[src/tps_pkg.sv]
// Shared constants, types and decode for the touch panel sequencer
package tps_pkg;

  // Data path widths and buffer depth
  localparam int RES_W = 12;
  localparam int FIFO_W = 16;
  localparam int FIFO_D = 16;

  // Serial clock rate and frame length in serial clock periods
  localparam int MCLK_PERIOD_NS = 20;
  localparam int SCLK_PERIOD_NS = 500;
  localparam int FRAME_SCLKS = 16;
  localparam int MCLK_PER_SCLK = SCLK_PERIOD_NS / MCLK_PERIOD_NS;

  // Falling edges after the start bit: tracking opens, hold closes it
  localparam logic [3:0] F_TRACK = 4'h5;
  localparam logic [3:0] F_HOLD = 4'h8;
  localparam logic [2:0] CMD_LAST = 3'h6;
  localparam logic [3:0] BITS_12 = 4'hc;
  localparam logic [3:0] BITS_8 = 4'h8;
  localparam logic [1:0] PD_KEEP = 2'b11;

  // Identity word; value is arbitrary
  localparam logic [11:0] ID_CODE = 12'h5a5;

  // Register offsets (byte addresses)
  localparam logic [7:0] REG_CTRL = 8'h00;
  localparam logic [7:0] REG_STATUS = 8'h04;
  localparam logic [7:0] REG_RESULT = 8'h08;
  localparam int CTRL_HALT = 0;
  localparam logic CTRL_HALT_RST = 1'b0;
  localparam int RESULT_VALID = 31;
  localparam logic [1:0] RESP_OKAY = 2'b00;
  localparam logic [1:0] RESP_SLVERR = 2'b10;

  // Receiver states, Gray along idle, command, conversion
  typedef enum logic [1:0] {FR_IDLE = 2'b00, FR_CMD = 2'b01, FR_CONV = 2'b11} tps_frame_t;
  typedef enum logic [1:0] {MUX_XP = 2'b00, MUX_YP = 2'b01, MUX_AUX1 = 2'b10, MUX_AUX2 = 2'b11} tps_mux_t;

  typedef struct packed {
    logic valid;
    logic ident;
    logic x_on;
    logic y_on;
    tps_mux_t mux;
  } tps_route_t;

  // Channel code and reference mode to input and driver routing
  function automatic tps_route_t tps_decode(input logic [2:0] chan, input logic ser);
    tps_route_t r;
    r = '0;
    case ({chan, ser})
      4'b0011, 4'b0010:
      begin
        r.valid = 1'b1;
        r.mux = MUX_XP;
        r.y_on = 1'b1;
      end
      4'b1011, 4'b1010:
      begin
        r.valid = 1'b1;
        r.mux = MUX_YP;
        r.x_on = 1'b1;
      end
      4'b0101:
      begin
        r.valid = 1'b1;
        r.mux = MUX_AUX1;
      end
      4'b1101:
      begin
        r.valid = 1'b1;
        r.mux = MUX_AUX2;
      end
      4'b1100:
      begin
        r.valid = 1'b1;
        r.ident = 1'b1;
      end
      default: r = '0;
    endcase
    return r;
  endfunction

endpackage

[src/tps_fifo_if.sv]
// Carrier between the sequencer and its result buffer
`timescale 1ns/1ps
interface tps_fifo_if;
  import tps_pkg::*;
  logic [FIFO_W-1:0] in_data;
  logic in_valid;
  logic in_ready;
  logic [FIFO_W-1:0] out_data;
  logic out_valid;
  logic out_ready;
  modport user (output in_data, output in_valid, input in_ready, input out_data, input out_valid, output out_ready);
  modport store (input in_data, input in_valid, output in_ready, output out_data, output out_valid, input out_ready);
endinterface

[src/tps_seq.sv]
// Touch panel converter sequencer with serial port and register slave
// What this block does
// - Serial clock alone steps shift and conversion
// - Sixteen serial clocks per conversion frame
// - Results in straight unsigned binary, 12 bits
// - Result MSB first, then eleven, then zeros
// - Tracking starts on fifth falling edge
// - Three clock periods of acquisition, then hold
// - Single-ended channel codes route inputs, drivers
// - Differential codes route inputs; 110 returns identity
// - Power bits both one keep drivers on
// - Fifteen-clock style keeps drivers on continuously for differential 12-bit conversions
// - Halted serial clock holds sequencer state
// - Command input ignored until start bit
// - Result output changes on falling edges
// - Resolution bit: 0 twelve bits, 1 eight
// - Result output high impedance while deselected
//
// The AXI4-Lite slave port and the address map are this design's own decisions.
`timescale 1ns/1ps
module tps_seq
  import tps_pkg::*;
(
  input wire logic mclk,
  input wire logic rst_n,
  input wire logic cs_n,
  input wire logic serial_conversion_clock,
  input wire logic din,
  input wire logic [RES_W-1:0] conv_code,
  output logic dout,
  output logic dout_oe,
  output logic busy,
  output logic busy_oe,
  output logic x_drv_on,
  output logic y_drv_on,
  output logic [1:0] mux_sel,
  output logic ref_diff,
  input wire logic [7:0] s_axi_awaddr,
  input wire logic s_axi_awvalid,
  output logic s_axi_awready,
  input wire logic [31:0] s_axi_wdata,
  input wire logic [3:0] s_axi_wstrb,
  input wire logic s_axi_wvalid,
  output logic s_axi_wready,
  output logic [1:0] s_axi_bresp,
  output logic s_axi_bvalid,
  input wire logic s_axi_bready,
  input wire logic [7:0] s_axi_araddr,
  input wire logic s_axi_arvalid,
  output logic s_axi_arready,
  output logic [31:0] s_axi_rdata,
  output logic [1:0] s_axi_rresp,
  output logic s_axi_rvalid,
  input wire logic s_axi_rready
);

  typedef struct packed {
    tps_frame_t fr;
    logic sclk_q;
    logic [2:0] bitn;
    logic [6:0] cmd;
    logic [3:0] fcnt;
    logic tracking;
    logic [14:0] sh;
    logic dout;
    logic dout_oe;
    logic busy;
    logic busy_oe;
    logic x_on;
    logic y_on;
    tps_mux_t mux;
    logic ref_diff;
    logic [3:0] conv_left;
    logic diff_hold;
    logic [1:0] pd;
    logic powered;
    logic push;
    logic [FIFO_W-1:0] push_data;
    logic halt;
    logic awready;
    logic wready;
    logic bvalid;
    logic [1:0] bresp;
    logic arready;
    logic rvalid;
    logic [1:0] rresp;
    logic [31:0] rdata;
  } tps_state_t;

  tps_state_t s;
  tps_state_t next_s;
  tps_fifo_if fq ();
  logic rise;
  logic fall;
  logic active;
  tps_route_t trk_route;
  tps_route_t hold_route;
  logic [RES_W-1:0] code;

  // Map an offset to a register: read data and an error flag
  function automatic logic [32:0] reg_read(input logic [7:0] addr, input tps_state_t st,
                                            input logic fvalid, input logic fready,
                                            input logic [FIFO_W-1:0] fdata);
    logic [32:0] r;
    r = '0;
    case (addr)
      REG_CTRL: r[CTRL_HALT] = st.halt;
      REG_STATUS: r[15:0] = {2'b00, ~fready, fvalid, st.tracking, st.powered, st.pd, st.cmd[2],
                            st.cmd[3], st.cmd[6:4], st.busy, st.fr};
      REG_RESULT: r[31:0] = {fvalid, 15'h0000, {FIFO_W{fvalid}} & fdata}; // Empty buffer reads as zero
      default: r[32] = 1'b1;
    endcase
    return r;
  endfunction

  // Serial clock is sampled as a plain synchronous input; edges found here
  assign rise = serial_conversion_clock & ~s.sclk_q;
  assign fall = ~serial_conversion_clock & s.sclk_q;
  assign active = ~cs_n & ~s.halt;
  assign trk_route = tps_decode(s.cmd[3:1], 1'b1);
  assign hold_route = tps_decode(s.cmd[6:4], s.cmd[2]);

  // Result word: identity, conversion or zero for a bad code
  always_comb
  begin
    if (hold_route.ident)
      code = ID_CODE;
    else if (hold_route.valid)
      code = conv_code;
    else
      code = '0;
    if (s.cmd[3])
      code = {code[11:4], 4'h0};
  end

  // Results are popped by a read of the result register
  assign fq.in_valid = s.push;
  assign fq.in_data = s.push_data;
  assign fq.out_ready = s.arready & (s_axi_araddr == REG_RESULT);

  // Sequencer and register slave next state; sequencer moves only on serial edges, and returns to idle when inactive
  always_comb
  begin
    next_s = s;
    next_s.sclk_q = serial_conversion_clock;
    next_s.push = 1'b0;
    next_s.dout_oe = active;
    next_s.busy_oe = active;
    if (!active)
    begin
      next_s.fr = FR_IDLE;
      next_s.tracking = 1'b0;
      next_s.busy = 1'b0;
      next_s.bitn = '0;
      next_s.fcnt = '0;
    end
    else
    begin
      // Command bits on rising edges; full buffer stalls new frames
      if (rise)
      begin
        unique case (s.fr)
          FR_IDLE:
          begin
            if (din && fq.in_ready)
            begin
              next_s.fr = FR_CMD;
              next_s.bitn = '0;
              next_s.fcnt = '0;
            end
          end
          FR_CMD:
          begin
            next_s.cmd = {s.cmd[5:0], din};
            next_s.bitn = s.bitn + 3'h1;
            if (s.bitn == CMD_LAST)
              next_s.fr = FR_CONV;
          end
          FR_CONV: next_s.fr = FR_CONV;
          default: next_s.fr = FR_IDLE;
        endcase
      end
      // Output and timing on falling edges
      if (fall)
      begin
        next_s.dout = s.sh[14];
        next_s.sh = {s.sh[13:0], 1'b0};
        next_s.busy = 1'b0;
        if (s.conv_left != '0)
        begin
          next_s.conv_left = s.conv_left - 4'h1;
          // Ratiometric mode keeps the panel powered through conversion
          if (s.conv_left == 4'h1 && s.pd != PD_KEEP)
          begin
            next_s.x_on = 1'b0;
            next_s.y_on = 1'b0;
            next_s.diff_hold = 1'b0;
            next_s.powered = 1'b0;
          end
        end
        if (s.fr != FR_IDLE)
        begin
          next_s.fcnt = s.fcnt + 4'h1;
          // Later start on the same edge wins, so fifteen-clock differential 12-bit frames never drop drivers
          if (s.fcnt + 4'h1 == F_TRACK)
          begin
            next_s.tracking = 1'b1;
            next_s.powered = 1'b1;
            next_s.x_on = trk_route.x_on;
            next_s.y_on = trk_route.y_on;
            next_s.mux = trk_route.mux;
          end
          if (s.fcnt + 4'h1 == F_HOLD && s.fr == FR_CONV)
          begin
            next_s.tracking = 1'b0;
            next_s.fr = FR_IDLE;
            next_s.busy = 1'b1;
            next_s.sh = {code, 3'b000};
            next_s.push = 1'b1;
            next_s.push_data = {s.cmd[3], s.cmd[6:4], code};
            next_s.pd = s.cmd[1:0];
            next_s.ref_diff = ~s.cmd[2] & hold_route.valid;
            next_s.mux = hold_route.mux;
            next_s.conv_left = s.cmd[3] ? BITS_8 : BITS_12;
            next_s.diff_hold = ~s.cmd[2];
            if (!hold_route.valid || hold_route.ident)
            begin
              next_s.x_on = 1'b0;
              next_s.y_on = 1'b0;
            end
            else if (s.cmd[2] && s.cmd[1:0] != PD_KEEP)
            begin
              // Single-ended: switches open once acquisition is done
              next_s.x_on = 1'b0;
              next_s.y_on = 1'b0;
              next_s.powered = 1'b0;
            end
          end
        end
      end
    end

    // Write channel: address and data taken together
    if (!s.bvalid && !s.awready && s_axi_awvalid && s_axi_wvalid)
    begin
      next_s.awready = 1'b1;
      next_s.wready = 1'b1;
    end
    if (s.awready)
    begin
      next_s.awready = 1'b0;
      next_s.wready = 1'b0;
      next_s.bvalid = 1'b1;
      next_s.bresp = RESP_OKAY;
      if (s_axi_awaddr == REG_CTRL)
      begin
        if (s_axi_wstrb[0])
          next_s.halt = s_axi_wdata[CTRL_HALT];
      end
      else if (s_axi_awaddr != REG_STATUS && s_axi_awaddr != REG_RESULT)
        next_s.bresp = RESP_SLVERR;
    end
    if (s.bvalid && s_axi_bready)
      next_s.bvalid = 1'b0;

    // Read channel
    if (!s.rvalid && !s.arready && s_axi_arvalid)
      next_s.arready = 1'b1;
    if (s.arready)
    begin
      next_s.arready = 1'b0;
      next_s.rvalid = 1'b1;
      {next_s.rresp[1], next_s.rdata} = reg_read(s_axi_araddr, s, fq.out_valid, fq.in_ready, fq.out_data);
      next_s.rresp[0] = 1'b0;
    end
    if (s.rvalid && s_axi_rready)
      next_s.rvalid = 1'b0;
  end

  // Single state register; a halted serial clock leaves its sequencer fields untouched
  always_ff @(posedge mclk or negedge rst_n)
  begin
    if (!rst_n)
      s <= '0;
    else
      s <= next_s;
  end

  tps_fifo #(.W(FIFO_W), .D(FIFO_D)) u_fifo (
    .mclk(mclk),
    .rst_n(rst_n),
    .f(fq.store)
  );

  // Every output straight from the state register
  assign dout = s.dout;
  assign dout_oe = s.dout_oe;
  assign busy = s.busy;
  assign busy_oe = s.busy_oe;
  assign x_drv_on = s.x_on;
  assign y_drv_on = s.y_on;
  assign mux_sel = s.mux;
  assign ref_diff = s.ref_diff;
  assign s_axi_awready = s.awready;
  assign s_axi_wready = s.wready;
  assign s_axi_bvalid = s.bvalid;
  assign s_axi_bresp = s.bresp;
  assign s_axi_arready = s.arready;
  assign s_axi_rvalid = s.rvalid;
  assign s_axi_rresp = s.rresp;
  assign s_axi_rdata = s.rdata;
endmodule

[src/tps_fifo.sv]
// Result buffer with valid and ready on both sides
`timescale 1ns/1ps
module tps_fifo
  import tps_pkg::*;
#(
  parameter int W = FIFO_W,
  parameter int D = FIFO_D
)
(
  input wire logic mclk,
  input wire logic rst_n,
  tps_fifo_if.store f
);
  localparam int AW = $clog2(D);

  typedef struct packed {
    logic [AW-1:0] rd;
    logic [AW-1:0] wr;
    logic [AW:0] count;
  } tps_fifo_state_t;

  tps_fifo_state_t s;
  tps_fifo_state_t next_s;
  logic [W-1:0] mem [D];
  logic do_push;
  logic do_pop;

  // Honest full and empty straight from the count
  assign f.in_ready = (s.count != (AW+1)'(D));
  assign f.out_valid = (s.count != '0);
  assign f.out_data = mem[s.rd];
  assign do_push = f.in_valid & f.in_ready;
  assign do_pop = f.out_valid & f.out_ready;

  // Pointer and count update
  always_comb
  begin
    next_s = s;
    if (do_push)
      next_s.wr = s.wr + 1'b1;
    if (do_pop)
      next_s.rd = s.rd + 1'b1;
    next_s.count = s.count + (AW+1)'(do_push) - (AW+1)'(do_pop);
  end

  always_ff @(posedge mclk or negedge rst_n)
  begin
    if (!rst_n)
      s <= '0;
    else
      s <= next_s;
  end

  // Storage carries no reset, only written data is ever read
  always_ff @(posedge mclk)
  begin
    if (do_push)
      mem[s.wr] <= f.in_data;
  end
endmodule

[config.mk]
export PLATFORM = sky130hd
export DESIGN_NAME = tps_seq
export DESIGN_NICKNAME = d
export VERILOG_FILES = /design/src/tps_pkg.sv /design/src/tps_fifo_if.sv /design/src/tps_seq.sv /design/src/tps_fifo.sv
export SDC_FILE = /design/constraint.sdc
export NUM_CORES = 1
export LEC_CHECK = 0
export BUFFER_PORTS_ARGS = -buffer_cell sky130_fd_sc_hd__buf_2
export CELL_PAD_IN_SITES_DETAIL_PLACEMENT = 1
export CELL_PAD_IN_SITES_GLOBAL_PLACEMENT = 2
export CORE_UTILIZATION = 40
export DETAILED_ROUTE_END_ITERATION = 10
export PLACE_DENSITY_LB_ADDON = 0.1
export SLEW_MARGIN = 20
export SYNTH_ARGS = -nofsm -noshare
export SYNTH_HDL_FRONTEND = slang
export SYNTH_SLANG_ARGS = --single-unit
[constraint.sdc]
create_clock -name mclk -period 3 [get_ports mclk]
set_clock_uncertainty 0.1 [all_clocks]
set_input_delay 0.15 -clock mclk [delete_from_list [all_inputs] [get_ports mclk]]
set_output_delay 0.15 -clock mclk [all_outputs]
set_load 0.03 [all_outputs]
==> impl_summary.log <==
[metrics] detailed-route wire length on metal 1: 16.5 mm
[metrics] length of routed met3 wiring: 1.23 mm
[metrics] residual overflow from global routing: 0
[metrics] DRC Markers: 0
[metrics] TritonCTS Sinks: 356
[metrics] clock latency at the later pin of the worst-skew pair: 0.56 ns
[metrics] post-layout minimum cycle time: 2.88 ns
[metrics] mean cell area of the mapped netlist: 16.0 µm²
[metrics] power per unit of standard cell area: 624 nW/µm²
[metrics] Seq/Total Area, Yosys: 0.677
[metrics] residual antenna-violating net count after detailed routing: 0
[metrics] number of inserted diodes: 0
[metrics] core area: 36800 µm²
[metrics] Max-Slew Margin vs Limit: 0.448
[metrics] Die Wd: 196 µm
[metrics] total power after layout: 11200 µW
[metrics] initial core utilization: 0.409
[metrics] cell count after synthesis: 939
[metrics] number of synthesized register bits: 356
[metrics] Num CTS Buffers: 42
[metrics] Met2 Routed Length: 17.7 mm
[metrics] wire length reported by the detailed router: 36.1 mm
[metrics] initial antenna violation count: 0
[metrics] std cell rows: 70
[metrics] overall global routing resource usage: 0.196
[metrics] largest net degree at the start of global routing: 53
[metrics] Clock transition at path regs: 0.06 ns
[metrics] number of failing hold endpoints at the final stage: 0
[metrics] Area Overhead vs Synth: 19.0%
[metrics] TritonRoute pass-1 iters: 5
[metrics] number of violations of the max-capacitance limit: 0
[metrics] cell leakage power: 0.00593 µW
[metrics] transition at the pin with the smallest max-transition slack: 0.824 ns
[metrics] Async SR Flop Fraction: 0.281
[metrics] Startpoint Class: register
[metrics] fraction of final layout cells sized beyond drive strength 1: 0.284
[metrics] Sequential Area: 10200 µm²
[metrics] Bufs on Longest Clock Path: 3
[metrics] Cell Area, Synth: 15000 µm²
[metrics] FILL cells: 3525
[metrics] GPL Wtd Cong: 0.762
[metrics] leading cell type in the layout, fill and taps excluded: edfxtp_1
[metrics] count of non-filler cells in the finished layout: 1576
[metrics] worst hold path type: in -> reg
[metrics] number of I/O pins: 124
[metrics] number of distinct library cell variants in the gate-level netlist after synthesis: 68
[metrics] achievable frequency: 0.347 GHz
[metrics] smallest setup slack after layout: 0.122 ns
[metrics] fraction of the core area covered by cells at the end of the flow: 0.487
[metrics] number of global-route vias before repair: 9063
[metrics] required time reported for the critical path endpoint: 3.37 ns
[metrics] vias per inst: 5.40
[metrics] Arrival @ worst endpoint: 3.25 ns
[metrics] half-perimeter wire length after detailed placement: 24.0 mm
[metrics] CP Capture Type: register
[metrics] Ys Warns: 0
[metrics] crit path kind: reg -> reg
[metrics] maximum fanout encountered on the critical timing path: 2
[metrics] highest routed layer: met4
[metrics] total die area: 38400 µm²
[metrics] Root Buffer: clkbuf_16
[metrics] Fin Hold WS: 0.0473 ns
[metrics] nets@finish: 1170
[metrics] average routed wire per standard cell: 22.9 µm
[metrics] die boundary height: 196 µm
[metrics] share of the cycle needed by the critical path after routing: 0.959
[metrics] instance count after placement with tap cells included: 1464
[metrics] global-route wire length before repair: 55.8 mm
[metrics] run status: completed
[metrics] peak ir drop on the vdd network: 502 µV
[metrics] total via count after detailed routing: 8503
[metrics] footprint of the multi-input gates: 4390 µm²
[metrics] number of buffers added on ports: 72
[metrics] Max Transition Viols Final: 0
[metrics] CTS H-Tree Depth: 2
[metrics] Setup WS pre-CTS: 0.0581 ns
[metrics] EDFF count, synth: 256
[metrics] most used flip-flop cell after synthesis: edfxtp_1
[metrics] CTS tree: yes
[metrics] starting DRC count in detailed routing: 423
[metrics] number of endpoints failing setup at the final stage: 0
[metrics] commonest non-fill, non-tap cells in the layout: edfxtp_1, dfrtp_1, buf_2
## Yosys cell counts (3+ instances only)
cell | n | share of area
a21oi_1 | 27 | 0.0090
nor3_1 | 8 | 0.0027
or2_2 | 3 | 0.0012
edfxtp_1 | 256 | 0.51
ha_1 | 18 | 0.015
a31oi_1 | 9 | 0.0037
and2_1 | 6 | 0.0025
dfrtp_1 | 100 | 0.17
nor2b_1 | 8 | 0.0033
mux2i_1 | 31 | 0.021
clkinv_1 | 3 | 0.00075
inv_1 | 29 | 0.0072
nand3b_1 | 4 | 0.0020
a211oi_1 | 5 | 0.0025
nor2_1 | 34 | 0.0085
o31ai_1 | 6 | 0.0030
nand2_1 | 60 | 0.015
xnor2_1 | 7 | 0.0041
a22o_1 | 14 | 0.0082
o2bb2ai_1 | 3 | 0.0017
and3_1 | 3 | 0.0012
a2bb2oi_1 | 3 | 0.0017
o21ai_0 | 24 | 0.0080
a21o_1 | 5 | 0.0025
nand2b_1 | 6 | 0.0025
a211o_1 | 13 | 0.0076
nor4_1 | 20 | 0.0083
nand3_1 | 13 | 0.0043
xor2_1 | 4 | 0.0023
mux4_2 | 64 | 0.096
buf_2 | 10 | 0.0033
nor3b_1 | 3 | 0.0015
buf_4 | 42 | 0.021
mux2_2 | 25 | 0.019
clkbuf_1 | 30 | 0.0075
nor4b_1 | 3 | 0.0017
## metrics by stage
step	TNS [ns]	instance area [µm²]
after floorplan	-0.492	15100
after global placement	0	16100
after detailed placement	0	16100
after CTS	0	17800
after global routing	-0.0163	17900
final	0	17900
## kinds of logic after synthesis
| family | count (synthesis) | share of synthesized area |
|---|---|---|
| adders and majority gates | 19 | 0.0163 |
| buffers and inverters | 117 | 0.0405 |
| and+or+nand+nor | 189 | 0.0663 |
| AOI/OAI and AO/OA | 126 | 0.0576 |
| other | 1 | 0.000249 |
| DFF | 356 | 0.677 |
| muxes | 120 | 0.135 |
| xor gates and xnor gates | 11 | 0.00640 |
## per-layer routing
metal  global-route usage  vias to the layer above
met5                    0                        -
met2                0.324                      125
met4               0.0515                        0
li1                     -                     3844
met3               0.0351                       53
met1                0.267                     4481
## layout make-up
type / instances / area share
clock buffer: 48 / 0.0616
multi-input combinational: 482 / 0.245
inverter: 34 / 0.00713
sequential: 356 / 0.570
tap: 468 / 0.0327
clock inverter: 27 / 0.0155
timing repair buffer: 161 / 0.0682
## final timing paths
check / to / slack [ns] / from / cells past startpoint
max: u_fifo.s[4]$_DFF_PN0_ / 0.12 / u_fifo.s[2]$_DFF_PN0_ / 15
min: s_axi_rdata[0]$_DFFE_PN0P_ / 0.05 / s_axi_araddr[2] / 5
max reg2reg: u_fifo.s[4]$_DFF_PN0_ / 0.12 / u_fifo.s[2]$_DFF_PN0_ / 15
min reg2reg: s_axi_wready$_DFFE_PN0P_ / 0.37 / s_axi_wready$_DFFE_PN0P_ / 1
max in group asynchronous: x_drv_on$_DFFE_PN0P_ / 2.41 / rst_n / 3
min in group asynchronous: s_axi_rdata[31]$_DFFE_PN0P_ / 0.08 / rst_n / 3
## sequential cells by signal, summed over array words and instances, names as in the netlist, 2 cells and up
| signal | count |
|---|---|
| mux_sel | 2 |
| s_axi_rdata | 17 |
| u_fifo.s | 13 |
| fq.in_data | 16 |
| u_fifo.mem | 256 |
| s | 38 |
## timing repair
action,4_1_cts,5_1_grt
setup endpoints to repair,0,1
endpoints found under the hold margin,141,0
hold buffers,32,0
buffers inserted,0,5
gates resized for setup,0,9
## worst max-delay path: stages, from the launching register on
cell	delay, ns
dfrtp_1	0.39
inv_2	0.08
ha_4	0.13
or4b_4	0.47
nand4_4	0.09
or2_4	0.13
inv_2	0.03
ha_1	0.28
inv_1	0.06
ha_2	0.16
inv_1	0.06
fa_2	0.38
inv_1	0.06
a21oi_1	0.05
o21bai_1	0.18
xnor2_1	0.14
## report_power, final
group	switching (µW)	leakage [µW]	internal, µW
Combinational	412	0.00218	270
Clock	2020	0.000680	3070
Sequential	74.7	0.00307	5330
Total	2510	0.00593	8670
Note: power is estimated with default switching activity, not from simulation.
